## src/hdl/iad_pkg.sv

```systemverilog
package iad_pkg;
  // Address boundaries, byte addresses
  localparam logic [31:0] ISA_MEM_TOP     = 32'h0100_0000; // 16 Mbytes
  localparam logic [31:0] LOW_DOS_TOP     = 32'h0008_0000; // 512 Kbytes
  localparam logic [31:0] DOS_TOP         = 32'h000a_0000; // 640 Kbytes
  localparam logic [31:0] VGA_TOP         = 32'h000c_0000; // 768 Kbytes
  localparam logic [31:0] FW_LO_BASE      = 32'h000e_0000;
  localparam logic [31:0] FW_HI_BASE      = 32'h000f_0000;
  localparam logic [31:0] ONE_MEG         = 32'h0010_0000;
  localparam logic [31:0] ISA_SPACE_TOP   = 32'h0800_0000; // 128 Mbytes
  localparam logic [31:0] FW_EXT_BASE     = 32'hfff8_0000;
  localparam logic [31:0] FW_ALIAS_LO     = 32'hfffe_0000;
  localparam logic [31:0] FW_ALIAS_HI     = 32'hffff_0000;
  // Peripheral bus chip select control fields
  localparam int          PBCS_LOW_FW_EN  = 6;
  localparam int          PBCS_EXT_FW_EN  = 7;
  localparam logic [7:0]  PBCS_RESET      = 8'h03;
  // Main memory limit fields
  localparam int          MML_LIMIT_LSB   = 3;
  localparam int          MML_DOS_HOLE    = 1;
  localparam int          MML_FW_LO_FWD   = 3;
  localparam logic [7:0]  MML_RESET       = 8'h02;
  localparam int          MML_STEP_SHIFT  = 20;   // 1 Mbyte per count of bits [7:3]
  // Unclaimed-target ISA cycle
  localparam int          ISA_DEFAULT_CLKS = 6;
  localparam int          ISA_DIV          = 12;  // PCI clocks per ISA bus clock
  // Routing results
  typedef enum logic [1:0] {
    IAD_ROUTE_NONE     = 2'b00,
    IAD_ROUTE_INTERNAL = 2'b01,
    IAD_ROUTE_ISA      = 2'b10,
    IAD_ROUTE_UPSTREAM = 2'b11
  } iad_route_t;
endpackage

```

## src/hdl/iad_decoder.sv

```systemverilog
`timescale 1ns/1ps
// Functional notes
// - Unclaimed PCI memory below 16 Mbytes goes to ISA, firmware space included.
// - Unclaimed forwarded write finishes as 8-bit, six ISA clock cycle.
// - Unclaimed forwarded read returns ISA data lines, 8-bit six clock cycle.
// - ISA or DMA accesses below 512 Kbytes always go upstream.
// - 512-640 Kbytes stays on ISA unless limit register bit 1 is zero.
// - Memory limit from bits 7:3; 1 Mbyte to limit goes upstream.
// - Accesses inside the enabled memory hole, 1 Mbyte to limit, never go to main memory.
// - Limit up to 128 Mbytes confined to ISA.
// - 640K to 896K stays on ISA; optional enable forwards video buffer.
// - 896K-960K upstream only when low firmware off and limit bit 3 set.
// - ISA or DMA never reaches host or PCI I/O space.
// - Config, power, IDE master from PCI; legacy from both; DMA subtractive.
// - Interrupt-controller memory window claimed subtractively, from PCI only.
// - PCI upper firmware block goes to ISA, ROM select always.
// - PCI lower firmware block goes to ISA, ROM select only when enabled.
// - Alias of lower block below 4G forwarded only when low firmware enabled.
// - Extended firmware region forwarded with ROM select only when enabled.
// - ISA upper firmware block stays on ISA with ROM select, even shadowed.
// - ISA lower firmware block on ISA when enabled, else main memory if limit bit 3 set.
// - Write-protect setting blocks forwarded writes across whole 512K firmware space.
// - Disk registers, firmware, peripheral bus, event addresses claimed positively.
module iad_decoder (
  input  wire logic               clk,
  input  wire logic               resetn,
  // Access under decode
  input  wire logic               acc_valid,
  input  wire logic [31:0]        acc_addr,
  input  wire logic               acc_from_isa,
  input  wire logic               acc_is_io,
  input  wire logic               acc_write,
  input  wire logic               pci_claimed,
  // Register decode hits from the function decoders
  input  wire logic               hit_cfg,
  input  wire logic               hit_pm,
  input  wire logic               hit_ide_bm,
  input  wire logic               hit_legacy,
  input  wire logic               hit_dma_regs,
  input  wire logic               hit_disk,
  input  wire logic               hit_pbus,
  input  wire logic               hit_event,
  input  wire logic               hit_intc_win,
  // Configuration
  input  wire logic [7:0]         peripheral_bus_chip_select_control,
  input  wire logic [7:0]         main_memory_limit,
  input  wire logic               disk_decode_en,
  input  wire logic               video_fwd_en,
  input  wire logic               fw_write_protect,
  input  wire logic               hole_en,
  input  wire logic [31:0]        hole_base,
  input  wire logic [31:0]        hole_limit,
  // Default ISA cycle
  input  wire logic               isa_claimed,
  input  wire logic [7:0]         isa_data_pins,
  // Results
  output iad_pkg::iad_route_t     route,
  output logic                    firmware_rom_select_n,
  output logic                    write_blocked,
  output logic                    dflt_busy,
  output logic                    dflt_done,
  output logic [7:0]              dflt_rdata
);
  typedef struct packed {
    logic [7:0] pin1_ff;
    logic [7:0] pin2_ff;
    logic [7:0] rdata_ff;
  } iad_dec_t;
  iad_dec_t s_ff;
  iad_dec_t nxt_s;

  logic        low_fw_en;
  logic        ext_fw_en;
  logic [31:0] mem_top;
  logic        in_low, in_dos, in_vga, in_rom_gap, in_fw_lo, in_fw_hi;
  logic        in_ext, in_isa16, in_alias_lo, in_alias_hi, in_hole;
  logic        in_upper_ram, in_isa_space;
  logic        fw_space;
  logic        dflt_start;
  iad_pkg::iad_route_t nxt_route;
  logic        rom_sel;

  assign low_fw_en = peripheral_bus_chip_select_control[iad_pkg::PBCS_LOW_FW_EN];
  assign ext_fw_en = peripheral_bus_chip_select_control[iad_pkg::PBCS_EXT_FW_EN];
  // Limit in Mbytes is field value plus one
  assign mem_top = 32'({27'h0, main_memory_limit[7:iad_pkg::MML_LIMIT_LSB]} + 32'h1)
                   << iad_pkg::MML_STEP_SHIFT;

  // Address window compares
  iad_range u_low   (.addr(acc_addr), .base(32'h0), .limit(iad_pkg::LOW_DOS_TOP),
                     .hit(in_low));
  iad_range u_dos   (.addr(acc_addr), .base(iad_pkg::LOW_DOS_TOP),
                     .limit(iad_pkg::DOS_TOP), .hit(in_dos));
  iad_range u_vga   (.addr(acc_addr), .base(iad_pkg::DOS_TOP),
                     .limit(iad_pkg::VGA_TOP), .hit(in_vga));
  iad_range u_gap   (.addr(acc_addr), .base(iad_pkg::VGA_TOP),
                     .limit(iad_pkg::FW_LO_BASE), .hit(in_rom_gap));
  iad_range u_fwlo  (.addr(acc_addr), .base(iad_pkg::FW_LO_BASE),
                     .limit(iad_pkg::FW_HI_BASE), .hit(in_fw_lo));
  iad_range u_fwhi  (.addr(acc_addr), .base(iad_pkg::FW_HI_BASE),
                     .limit(iad_pkg::ONE_MEG), .hit(in_fw_hi));
  iad_range u_uram  (.addr(acc_addr), .base(iad_pkg::ONE_MEG), .limit(mem_top),
                     .hit(in_upper_ram));
  iad_range u_isasp (.addr(acc_addr), .base(mem_top),
                     .limit(iad_pkg::ISA_SPACE_TOP), .hit(in_isa_space));
  iad_range u_isa16 (.addr(acc_addr), .base(32'h0), .limit(iad_pkg::ISA_MEM_TOP),
                     .hit(in_isa16));
  iad_range u_ext   (.addr(acc_addr), .base(iad_pkg::FW_EXT_BASE),
                     .limit(iad_pkg::FW_ALIAS_LO), .hit(in_ext));
  iad_range u_alo   (.addr(acc_addr), .base(iad_pkg::FW_ALIAS_LO),
                     .limit(iad_pkg::FW_ALIAS_HI), .hit(in_alias_lo));
  iad_range u_hole  (.addr(acc_addr), .base(hole_base), .limit(hole_limit),
                     .hit(in_hole));
  assign in_alias_hi = (acc_addr >= iad_pkg::FW_ALIAS_HI);

  // Whole 512K firmware space, both aliases and the low copies
  assign fw_space = in_ext | in_alias_lo | in_alias_hi | in_fw_lo | in_fw_hi;

  // Routing decision, one result per access
  always_comb begin
    nxt_route = iad_pkg::IAD_ROUTE_NONE;
    rom_sel   = 1'b0;
    if (acc_valid) begin
      if (!acc_from_isa) begin
        if (acc_is_io) begin
          if (hit_cfg || hit_pm || hit_ide_bm || hit_legacy) begin
            nxt_route = iad_pkg::IAD_ROUTE_INTERNAL;
          end else if (hit_disk && disk_decode_en) begin
            nxt_route = iad_pkg::IAD_ROUTE_INTERNAL;
          end else if (hit_pbus || hit_event) begin
            nxt_route = iad_pkg::IAD_ROUTE_INTERNAL;
          end else if (hit_dma_regs && !pci_claimed) begin
            nxt_route = iad_pkg::IAD_ROUTE_INTERNAL;
          end
        end else if (hit_intc_win) begin
          if (!pci_claimed) begin
            nxt_route = iad_pkg::IAD_ROUTE_INTERNAL;
          end
        end else if (in_fw_hi) begin
          nxt_route = iad_pkg::IAD_ROUTE_ISA;
          rom_sel   = 1'b1;
        end else if (in_fw_lo) begin
          nxt_route = iad_pkg::IAD_ROUTE_ISA;
          rom_sel   = low_fw_en;
        end else if (in_alias_hi) begin
          nxt_route = iad_pkg::IAD_ROUTE_ISA;
          rom_sel   = 1'b1;
        end else if (in_alias_lo) begin
          if (low_fw_en) begin
            nxt_route = iad_pkg::IAD_ROUTE_ISA;
            rom_sel   = 1'b1;
          end
        end else if (in_ext) begin
          if (ext_fw_en) begin
            nxt_route = iad_pkg::IAD_ROUTE_ISA;
            rom_sel   = 1'b1;
          end
        end else if (in_isa16 && !pci_claimed) begin
          nxt_route = iad_pkg::IAD_ROUTE_ISA;
        end
      end else if (acc_is_io) begin
        // ISA side I/O reaches only the legacy registers
        if (hit_legacy) begin
          nxt_route = iad_pkg::IAD_ROUTE_INTERNAL;
        end else begin
          nxt_route = iad_pkg::IAD_ROUTE_ISA;
        end
      end else begin
        nxt_route = iad_pkg::IAD_ROUTE_ISA;
        if (in_low) begin
          nxt_route = iad_pkg::IAD_ROUTE_UPSTREAM;
        end else if (in_dos) begin
          if (!main_memory_limit[iad_pkg::MML_DOS_HOLE]) begin
            nxt_route = iad_pkg::IAD_ROUTE_UPSTREAM;
          end
        end else if (in_vga) begin
          if (video_fwd_en) begin
            nxt_route = iad_pkg::IAD_ROUTE_UPSTREAM;
          end
        end else if (in_rom_gap) begin
          nxt_route = iad_pkg::IAD_ROUTE_ISA;
        end else if (in_fw_lo) begin
          rom_sel = low_fw_en;
          // Disabled block reaches memory only with the limit forward bit set
          if (!low_fw_en && main_memory_limit[iad_pkg::MML_FW_LO_FWD]) begin
            nxt_route = iad_pkg::IAD_ROUTE_UPSTREAM;
          end
        end else if (in_fw_hi) begin
          rom_sel = 1'b1;
        end else if (in_upper_ram) begin
          if (!(hole_en && in_hole)) begin
            nxt_route = iad_pkg::IAD_ROUTE_UPSTREAM;
          end
        end else if (in_isa_space) begin
          nxt_route = iad_pkg::IAD_ROUTE_ISA;
        end
      end
    end
  end

  assign route                 = nxt_route;
  assign firmware_rom_select_n = ~rom_sel;
  assign write_blocked         = acc_valid && !acc_is_io && acc_write && fw_write_protect
                                 && fw_space && (nxt_route == iad_pkg::IAD_ROUTE_ISA
                                 || nxt_route == iad_pkg::IAD_ROUTE_UPSTREAM);

  // Default cycle when no ISA slave answers a forwarded access
  assign dflt_start = acc_valid && !acc_from_isa && !isa_claimed
                      && (nxt_route == iad_pkg::IAD_ROUTE_ISA);

  iad_isa_timer u_tmr (
    .clk    (clk),
    .resetn (resetn),
    .start  (dflt_start),
    .busy   (dflt_busy),
    .done   (dflt_done)
  );

  // Synchronise ISA data pins, capture at end of the default read
  always_comb begin
    nxt_s         = s_ff;
    nxt_s.pin1_ff = isa_data_pins;
    nxt_s.pin2_ff = s_ff.pin1_ff;
    if (dflt_busy) begin
      nxt_s.rdata_ff = s_ff.pin2_ff;
    end
  end

  always_ff @(posedge clk or negedge resetn) begin
    if (!resetn) begin
      s_ff <= '0;
    end else begin
      s_ff <= nxt_s;
    end
  end

  assign dflt_rdata = s_ff.rdata_ff;

  // Checks
  chk_low_upstream: assert property (@(posedge clk) disable iff (!resetn)
    (acc_valid && acc_from_isa && !acc_is_io && acc_addr < iad_pkg::LOW_DOS_TOP)
      |-> route == iad_pkg::IAD_ROUTE_UPSTREAM)
    else $error("low memory not forwarded upstream");
  chk_isa_no_io: assert property (@(posedge clk) disable iff (!resetn)
    (acc_valid && acc_from_isa && acc_is_io) |-> route != iad_pkg::IAD_ROUTE_UPSTREAM)
    else $error("isa io forwarded upstream");
  chk_fw_hi_sel: assert property (@(posedge clk) disable iff (!resetn)
    (acc_valid && !acc_is_io && in_fw_hi && !hit_intc_win) |-> !firmware_rom_select_n)
    else $error("upper firmware select missing");
  chk_alias_gate: assert property (@(posedge clk) disable iff (!resetn)
    (acc_valid && !acc_from_isa && !acc_is_io && !hit_intc_win && in_alias_lo && !low_fw_en)
      |-> (route == iad_pkg::IAD_ROUTE_NONE && firmware_rom_select_n))
    else $error("disabled alias claimed");
  chk_ext_gate: assert property (@(posedge clk) disable iff (!resetn)
    (acc_valid && !acc_from_isa && !acc_is_io && !hit_intc_win && in_ext)
      |-> (route == iad_pkg::IAD_ROUTE_ISA) == ext_fw_en)
    else $error("extended firmware gate wrong");
  chk_hole_kept: assert property (@(posedge clk) disable iff (!resetn)
    (acc_valid && acc_from_isa && !acc_is_io && hole_en && in_hole && in_upper_ram)
      |-> route == iad_pkg::IAD_ROUTE_ISA)
    else $error("hole forwarded to memory");
  chk_dflt_len: assert property (@(posedge clk) disable iff (!resetn)
    $rose(dflt_busy) |-> ##71 dflt_busy ##1 (!dflt_busy && dflt_done))
    else $error("default cycle length wrong");
  chk_wp_block: assert property (@(posedge clk) disable iff (!resetn)
    (acc_valid && acc_write && !acc_is_io && fw_write_protect && in_fw_hi)
      |-> write_blocked)
    else $error("protected firmware write not blocked");
  // ISA side memory map and legacy I/O checks
  chk_dos_fwd: assert property (@(posedge clk) disable iff (!resetn)
    (acc_valid && acc_from_isa && !acc_is_io && in_dos)
      |-> (route == iad_pkg::IAD_ROUTE_UPSTREAM) == !main_memory_limit[iad_pkg::MML_DOS_HOLE])
    else $error("dos window forwarding wrong");
  chk_gap_isa: assert property (@(posedge clk) disable iff (!resetn)
    (acc_valid && acc_from_isa && !acc_is_io && in_rom_gap)
      |-> route == iad_pkg::IAD_ROUTE_ISA)
    else $error("rom gap left the isa bus");
  chk_fw_lo_fwd: assert property (@(posedge clk) disable iff (!resetn)
    (acc_valid && acc_from_isa && !acc_is_io && in_fw_lo)
      |-> (route == iad_pkg::IAD_ROUTE_UPSTREAM)
          == (!low_fw_en && main_memory_limit[iad_pkg::MML_FW_LO_FWD]))
    else $error("lower firmware forwarding wrong");
  chk_upper_ram: assert property (@(posedge clk) disable iff (!resetn)
    (acc_valid && acc_from_isa && !acc_is_io && in_upper_ram && !(hole_en && in_hole))
      |-> route == iad_pkg::IAD_ROUTE_UPSTREAM)
    else $error("main memory not forwarded");
  chk_isa_space: assert property (@(posedge clk) disable iff (!resetn)
    (acc_valid && acc_from_isa && !acc_is_io && in_isa_space)
      |-> route == iad_pkg::IAD_ROUTE_ISA)
    else $error("space above limit left the isa bus");
  chk_legacy_isa: assert property (@(posedge clk) disable iff (!resetn)
    (acc_valid && acc_from_isa && acc_is_io && hit_legacy)
      |-> route == iad_pkg::IAD_ROUTE_INTERNAL)
    else $error("legacy register not claimed from isa");
  // PCI side and idle checks
  chk_pci_subtr: assert property (@(posedge clk) disable iff (!resetn)
    (acc_valid && !acc_from_isa && !acc_is_io && !hit_intc_win && in_isa16 && !in_fw_lo
     && !in_fw_hi) |-> (route == iad_pkg::IAD_ROUTE_ISA) == !pci_claimed)
    else $error("subtractive isa forward wrong");
  chk_idle_none: assert property (@(posedge clk) disable iff (!resetn)
    !acc_valid |-> (route == iad_pkg::IAD_ROUTE_NONE && firmware_rom_select_n
                    && !write_blocked))
    else $error("result without an access");
endmodule

```

## src/hdl/iad_range.sv

```systemverilog
`timescale 1ns/1ps
// Half-open address range compare
module iad_range (
  input  wire logic [31:0] addr,
  input  wire logic [31:0] base,
  input  wire logic [31:0] limit,
  output logic             hit
);
  assign hit = (addr >= base) && (addr < limit);
endmodule

```

## src/hdl/iad_isa_timer.sv

```systemverilog
`timescale 1ns/1ps
// Times a default 8-bit ISA cycle of a fixed count of ISA clocks
module iad_isa_timer #(
  parameter int DIV  = iad_pkg::ISA_DIV,
  parameter int CLKS = iad_pkg::ISA_DEFAULT_CLKS
) (
  input  wire logic clk,
  input  wire logic resetn,
  input  wire logic start,
  output logic      busy,
  output logic      done
);
  typedef struct packed {
    logic [7:0] div_ff;
    logic [3:0] cnt_ff;
    logic       busy_ff;
    logic       done_ff;
  } iad_tmr_t;
  iad_tmr_t s_ff;
  iad_tmr_t nxt_s;
  logic     isa_tick;

  // One-cycle ISA clock enable
  assign isa_tick = (s_ff.div_ff == 8'(DIV - 1));

  always_comb begin
    nxt_s         = s_ff;
    nxt_s.done_ff = 1'b0;
    nxt_s.div_ff  = isa_tick ? 8'h00 : s_ff.div_ff + 8'h01;
    if (!s_ff.busy_ff) begin
      if (start) begin
        nxt_s.busy_ff = 1'b1;
        nxt_s.cnt_ff  = 4'h0;
        nxt_s.div_ff  = 8'h00;
      end
    end else if (isa_tick) begin
      if (s_ff.cnt_ff == 4'(CLKS - 1)) begin
        nxt_s.busy_ff = 1'b0;
        nxt_s.done_ff = 1'b1;
      end else begin
        nxt_s.cnt_ff = s_ff.cnt_ff + 4'h1;
      end
    end
  end

  always_ff @(posedge clk or negedge resetn) begin
    if (!resetn) begin
      s_ff <= '0;
    end else begin
      s_ff <= nxt_s;
    end
  end

  assign busy = s_ff.busy_ff;
  assign done = s_ff.done_ff;
endmodule

```

## config.mk

```make
export PLATFORM = sky130hd
export DESIGN_NAME = iad_decoder
export DESIGN_NICKNAME = d
export VERILOG_FILES = /design/src/hdl/iad_pkg.sv /design/src/hdl/iad_decoder.sv /design/src/hdl/iad_range.sv /design/src/hdl/iad_isa_timer.sv
export SDC_FILE = /design/constraint.sdc
export NUM_CORES = 1
export LEC_CHECK = 0
export ABC_CLOCK_PERIOD_IN_PS = 2900
export BUFFER_PORTS_ARGS = -buffer_cell sky130_fd_sc_hd__buf_2
export CAP_MARGIN = 40
export CORE_UTILIZATION = 45
export DETAILED_ROUTE_END_ITERATION = 8
export PLACE_DENSITY = 0.8
export SYNTH_ARGS = -nofsm -noshare
export SYNTH_HDL_FRONTEND = slang
export SYNTH_SLANG_ARGS = --single-unit
export TNS_END_PERCENT = 20
```

## constraint.sdc

```tcl
create_clock -name clk -period 2.9 [get_ports clk]
set_clock_uncertainty 0.1 [all_clocks]
set_input_delay 0.145 -clock clk [delete_from_list [all_inputs] [get_ports clk]]
set_output_delay 0.145 -clock clk [all_outputs]
set_load 0.02 [all_outputs]
```

[After elaboration in Yosys (flattened, before gate mapping)]
Cells that the tools add are included.
Word-level totals
  register bits: 38
  bits of input ports: 141
  output and inout bits: 14
  logic and storage cells: 135
Operators by class
  add/subtract/negate cells: 3
  order comparisons: 22
  eq/ne operators: 6
  mux-type cells: 56
  bitwise logic cells: 5
  reduce and logical (&&, ||, !) cells: 36
Operators by type and width (count)
  >= comparator 32 x 20 -> 1 bit, second input constant: 5
  < comparator 32 x 20 -> 1 bit, second input constant: 5
  >= comparator 32 bit, second input constant: 3
  < comparator 32 bit, second input constant: 2
  two-way mux 2 bit: 22
  >= comparator 32 x 1 -> 1 bit, second input constant: 1
  >= comparator 32 x 21 -> 1 bit, second input constant: 1
  >= comparator 32 bit: 1
  < comparator 32 x 21 -> 1 bit, second input constant: 1
  < comparator 32 x 25 -> 1 bit, second input constant: 1
  < comparator 32 x 26 -> 1 bit: 1
  < comparator 32 bit: 1
  two-way mux 1 bit: 28
  logical AND 1 bit: 24
  two-way mux 8 bit: 2
  two-way mux 13 bit: 1
  adder 8 x 1 -> 8 bit, second input constant: 1
  equality test 8 x 4 -> 1 bit, second input constant: 1
  adder 5 x 1 -> 6 bit, second input constant: 1
  two-way mux 6 bit: 1
  zero test 1 bit: 5
  logical OR 1 bit: 5
  two-way mux 5 bit: 1
  adder 4 x 1 -> 4 bit, second input constant: 1
  8 further kinds: 13

[Longest topological paths before layout]
  depth in word-level cells: 18
  gate-level depth with buffers: 9
  depth with buffers taken out: 9

[By module]
Synthesis repeated with hierarchy kept, for this count alone.
Second synthesis, totals
  cells, all modules: 2626
  area total of the unflattened synthesis: 19044.5 µm²
By module, submodules not included
  iad_range: times used 11, cells an instance 223, area an instance 1562.7 µm², sequential area each 0.0 µm²
  iad_decoder: times used 1, cells an instance 100, area an instance 1118.6 µm², sequential area each 600.6 µm²
  iad_isa_timer: times used 1, cells an instance 73, area an instance 735.7 µm², sequential area each 350.3 µm²

[Least setup slack after synthesis]
Ideal clock, no wire load.
  path type: input to output
  from: input port main_memory_limit[3]
  to: output port route[0]
  data arrival time: 2002 ps
  required time: 2655 ps
  setup slack: 653 ps
  stages on the path: 8
  path buffers: 0
  cells stage by stage: ha_1 xnor2_1 ha_1 a211oi_1 a21oi_1 nor4b_1 o2111ai_1 o211ai_1
Between the ends
  cells in the longest elaborated chain, start to end: 13
  elaborated cells between the ends (all ways): 15
  those cells by class: add/sub (1); order compare (1); mux (11); reduce/logical (2)
Ends and longest elaborated chain
  from (decl): line iad_decoder.sv:46  | input wire logic [7:0] main_memory_limit,
  adder 5 x 1 -> 6 bit: line iad_decoder.sv:86  | assign mem_top = 32'({27'h0, main_memory_limit[7:iad_pkg::MML_LIMIT_LSB]} + 32'h1)
  < comparator 32 x 26 -> 1 bit: line iad_range.sv:9  | assign hit = (addr >= base) && (addr < limit);
  logical AND 1 bit: line iad_range.sv:9
  two-way mux 2 bit: line iad_decoder.sv:190  | end else if (in_upper_ram) begin
  two-way mux 2 bit: line iad_decoder.sv:188  | end else if (in_fw_hi) begin
  two-way mux 2 bit (*): line iad_decoder.sv:182  | end else if (in_fw_lo) begin
  two-way mux 2 bit (*): line iad_decoder.sv:180  | end else if (in_rom_gap) begin
  two-way mux 2 bit (*): line iad_decoder.sv:176  | end else if (in_vga) begin
  two-way mux 2 bit (*): line iad_decoder.sv:172  | end else if (in_dos) begin
  two-way mux 2 bit (*): line iad_decoder.sv:170  | if (in_low) begin
  two-way mux 2 bit (*): line iad_decoder.sv:161  | end else if (acc_is_io) begin
  two-way mux 2 bit (*): line iad_decoder.sv:124  | if (!acc_from_isa) begin
  two-way mux 2 bit (*): line iad_decoder.sv:123  | if (acc_valid) begin
  to (decl): line iad_decoder.sv:57  | output iad_pkg::iad_route_t route,
Every way passes the cells marked *; elsewhere a longest branch is shown, timed or not.

[Worst setup path after layout]
  from: input port acc_addr[29]
  to: output port write_blocked
Between the ends
  cells in the longest elaborated chain, start to end: 17
  elaborated cells between the ends (all ways): 63
  those cells by class: order compare (22); eq/ne (2); mux (19); bitwise (4); reduce/logical (16)
Ends and longest elaborated chain
  from (decl): line iad_decoder.sv:29  | input wire logic [31:0] acc_addr,
  >= comparator 32 bit / < comparator 32 bit (equally long branches): line iad_range.sv:9
  logical AND 1 bit: line iad_range.sv:9
  logical AND 1 bit: line iad_decoder.sv:191  | if (!(hole_en && in_hole)) begin
  two-way mux 1 bit: line iad_decoder.sv:191
  two-way mux 2 bit: line iad_decoder.sv:190
  two-way mux 2 bit: line iad_decoder.sv:188
  two-way mux 2 bit: line iad_decoder.sv:182
  two-way mux 2 bit: line iad_decoder.sv:180
  two-way mux 2 bit: line iad_decoder.sv:176
  two-way mux 2 bit: line iad_decoder.sv:172
  two-way mux 2 bit: line iad_decoder.sv:170
  two-way mux 2 bit: line iad_decoder.sv:161
  two-way mux 2 bit: line iad_decoder.sv:124
  two-way mux 2 bit: line iad_decoder.sv:123
  equality test 2 bit (on tied branches): line iad_decoder.sv:204, iad_decoder.sv:205
  logical OR 1 bit: line iad_decoder.sv:205  | || nxt_route == iad_pkg::IAD_ROUTE_UPSTREAM);
  logical AND 1 bit (*): line iad_decoder.sv:204  | && fw_space && (nxt_route == iad_pkg::IAD_ROUTE_ISA
  to (decl): line iad_decoder.sv:59  | output logic write_blocked,
Marks and branches as above.

==> results by group <==
Synthesis
  • Leading area contributor after synthesis: dfrtp_1
  • Cell Area, Synth: 0.00346 mm^2
  • Number of synthesized flops with an enable pin: 0
  • Sequential fraction of the synthesis area: 27.4%
  • Synth Warn #: 0
  • Cells after Synth: 390
  • Share of the synthesized area in the top cell type: 27.4%
  • Post-synthesis async set-or-reset flop share: 100%
  • Synth Net Count: 603
  • Mean Syn Cell Area: between 8 and 9 um^2
  • Synth Register Bits: 38
  • Post-synth cell types: 52
  • Main synth FF type: dfrtp_1
  • Synth cell count leaders: ha_1, inv_1, dfrtp_1, a21oi_1
  • Top post-synthesis cells by area: dfrtp_1, ha_1, inv_1, a21oi_1, nand4_1
  • Top-count cell post-synth: ha_1

Clock tree
  • Clock root buffer: clkbuf_8
  • Worst-Skew Late Latency: 0.28 ns
  • CTS Buf Count: 5
  • H-Tree Depth: 2
  • Setup repair bufs after CTS: 0
  • CTS tree: done
  • Clock Tree Buf Depth: 2
  • Clock sink count: 38
  • Clock Pin Slew Worst Setup and Hold Paths: around 0.070 ns

Detailed routing
  • Routed vias: 3,343
  • Vias/cell: about 5.2
  • Routed Antenna Nets: 0
  • DRC viols: 0
  • Avg WL per Cell: 13.7 um
  • DRT iter0 DRCs: 99
  • First-pass detailed-route iteration total: 4
  • Drt total wl: 8810 um

Floorplanning
  • Die area: 0.00805 mm^2
  • Starting Density: 47.3%
  • I/O Pins: ~160
  • Chip height: 89.7 um
  • Core area: 0.00733 mm^2
  • Row count: 31
  • Die span in x: 89.7 um

Setup path
  • Required @ worst endpoint: 2.65 ns
  • Maximum fanout along the worst path: 4
  • Worst setup path end: write_blocked
  • Cell mode on critical path: buf_2
  • R2r setup slk: roughly 0.66 ns
  • Crit path from: acc_addr[29]
  • R2r endpoint: u_tmr.busy
  • Reg2reg start: u_tmr.s_ff[6]
  • Worst reg-to-reg path cell count: 6
  • Crit path DAT: 2.33 ns
  • Critical path class: in -> out
  • Startpoint Class: input pin
  • Crit. End Element: output port
  • Slowest cell on the critical path: or4_1
  • Crit-path cells: buf_2, or4_1, nor3_1, nand3_1, a21oi_2, o211ai_2, a2111oi_2, buf_2
  • CP max stage delay: 0.53 ns

STA
  • Slew HR: 47.1%
  • Setup violators final: 0
  • Part of the cycle the worst path needs: 88.8%
  • Maximum clock frequency: around 390 MHz
  • Unrepaired setup endpoints after global routing: no
  • Final Hold Viols: 0
  • Final Slew Violations: 0
  • Slew @ Worst Pin: 0.794 ns
  • Setup TNS: 0 ns
  • Min Tclk post-route: ~2.6 ns

Global route
  • Number of global-route vias before repair: 3,521
  • Largest net degree at the start of global routing: 39
  • First-pass GRT wire length: 15,200 um
  • Initial antenna violation count: 1
  • Gr ovfl total: 0
  • GRT Overall Usage: between 20% and 30%

Min path
  • HP Class: in -> reg

Layout
  • Area Growth Syn to Fin: 29.6%
  • FILL cells: ~630
  • Final core utilization: around three fifths
  • Proportion of layout cells with a drive suffix above 1: 31.7%
  • Nets: 754

Power
  • Power per cell area: ~380 mW/mm^2
  • Worst IR drop on VDD: around 600 uV
  • Leak: 2.50 nW

Placed design
  • Dpl hpwl: 7240 um
  • IO buf count: around 150
  • Routability cong.: 0.900

Job
  • Number of max-cap violations: 0

Status
  • Status: completed
worst min path at each step:
stage / startpoint / to / slack [ns] / depth (start not counted)
3_5_place_dp: isa_data_pins[0] / nxt_s[8] / 0.15 / 1
5_1_grt: isa_claimed / u_tmr.busy / 0.007 / 2
6_report: isa_claimed / u_tmr.busy / 0.01 / 2
3_3_place_gp: isa_data_pins[1] / nxt_s[9] / 0.15 / 1
4_1_cts: isa_claimed / u_tmr.busy / 0.007 / 2
2_1_floorplan: resetn / dflt_rdata[0] / -0.25 / 0
state kept, by name, summed over array words and instances, names as in the netlist:
name and count:
u_tmr.s_ff 12, dflt_rdata 8, u_tmr.done 1, s_ff 8, u_tmr.busy 1, nxt_s 8
area by class of cell:
cell class | count | area, um^2 | area share, %
diodes | 1 | 2.50 | 0.0557
clock buffers | 6 | 82.6 | 1.84
clock inverters | 2 | 60.1 | 1.34
inverters | 71 | 267 | 5.94
multi-input cells | 270 | 2180 | 48.6
flip-flops and latches | 38 | 951 | 21.2
well taps | 99 | 124 | 2.76
repair buffers | 155 | 821 | 18.3
what timing repair did:
action,4_1_cts,5_1_grt
hold buffers,9,0
setup endpoints to repair,0,1
hold endpoints to repair,46,0
resized for setup,0,1
metrics by stage:
stage / total power [mW] / instances / hold slack, ns / area, um^2 / setup WS (ns)
2_1_floorplan: 0.954 / 390 / -0.251 / 3460 / 0.653
3_3_place_gp: 1.12 / 624 / 0.153 / 4250 / 0.350
3_5_place_dp: 1.15 / 624 / 0.154 / 4250 / 0.262
4_1_cts: 1.71 / 641 / 0.00695 / 4480 / 0.258
5_1_grt: 1.82 / 642 / 0.00710 / 4490 / 0.186
6_report: 1.71 / 642 / 0.0136 / 4490 / 0.325
cell families (layout without fill, tap and decap cells):
family                     count (synthesis)  count (layout)  synth area share, %
other                                      0               1                    0
muxes                                      8               8                 2.60
and+or+nand+nor                           94              94                 14.8
AOI/OAI and AO/OA                         86              86                 16.9
buffers and inverters                     82             234                 9.75
adders and majority gates                 72              72                 26.0
xor gates and xnor gates                  10              10                 2.53
DFF                                       38              38                 27.4
critical path: cells and delay by family:
kind                   cells  cell delay, ns
and+or+nand+nor            3            1.10
AOI/OAI and AO/OA          3            0.72
buffers and inverters      2            0.37
layout by cell type, fill, tap and decap left out, drive strengths merged, types with 8 or more instances in the layout:
cell type | netlist | layout
mux2 | 8 | 8
nand4 | 16 | 16
nand3 | 12 | 12
nand2 | 17 | 17
buf | 8 | 146
dlygate4sd3 | 0 | 9
nor2 | 17 | 17
a21o | 11 | 11
dfrtp | 38 | 38
ha | 72 | 72
a21oi | 27 | 27
o21ai | 17 | 17
inv | 71 | 71
power by group:
part / internal, mW / switching (mW) / leakage (nW) / total (mW)
logic: 0.238 / 0.249 / 1.98 / 0.487
clock network: 0.367 / 0.179 / 0.0714 / 0.545
registers: 0.599 / 0.0750 / 0.449 / 0.674
total: 1.20 / 0.503 / 2.50 / 1.71
layer usage:
metal	GRT usage (%)	vias to the layer above	part of all wire, %
li1	-	1681	-
met1	26.7	1550	42
met2	43.0	108	51
met3	3.21	4	5.8
met4	3.69	0	0.72
met5	0	-	0
No activity file was read; power rests on OpenSTA's default activity.
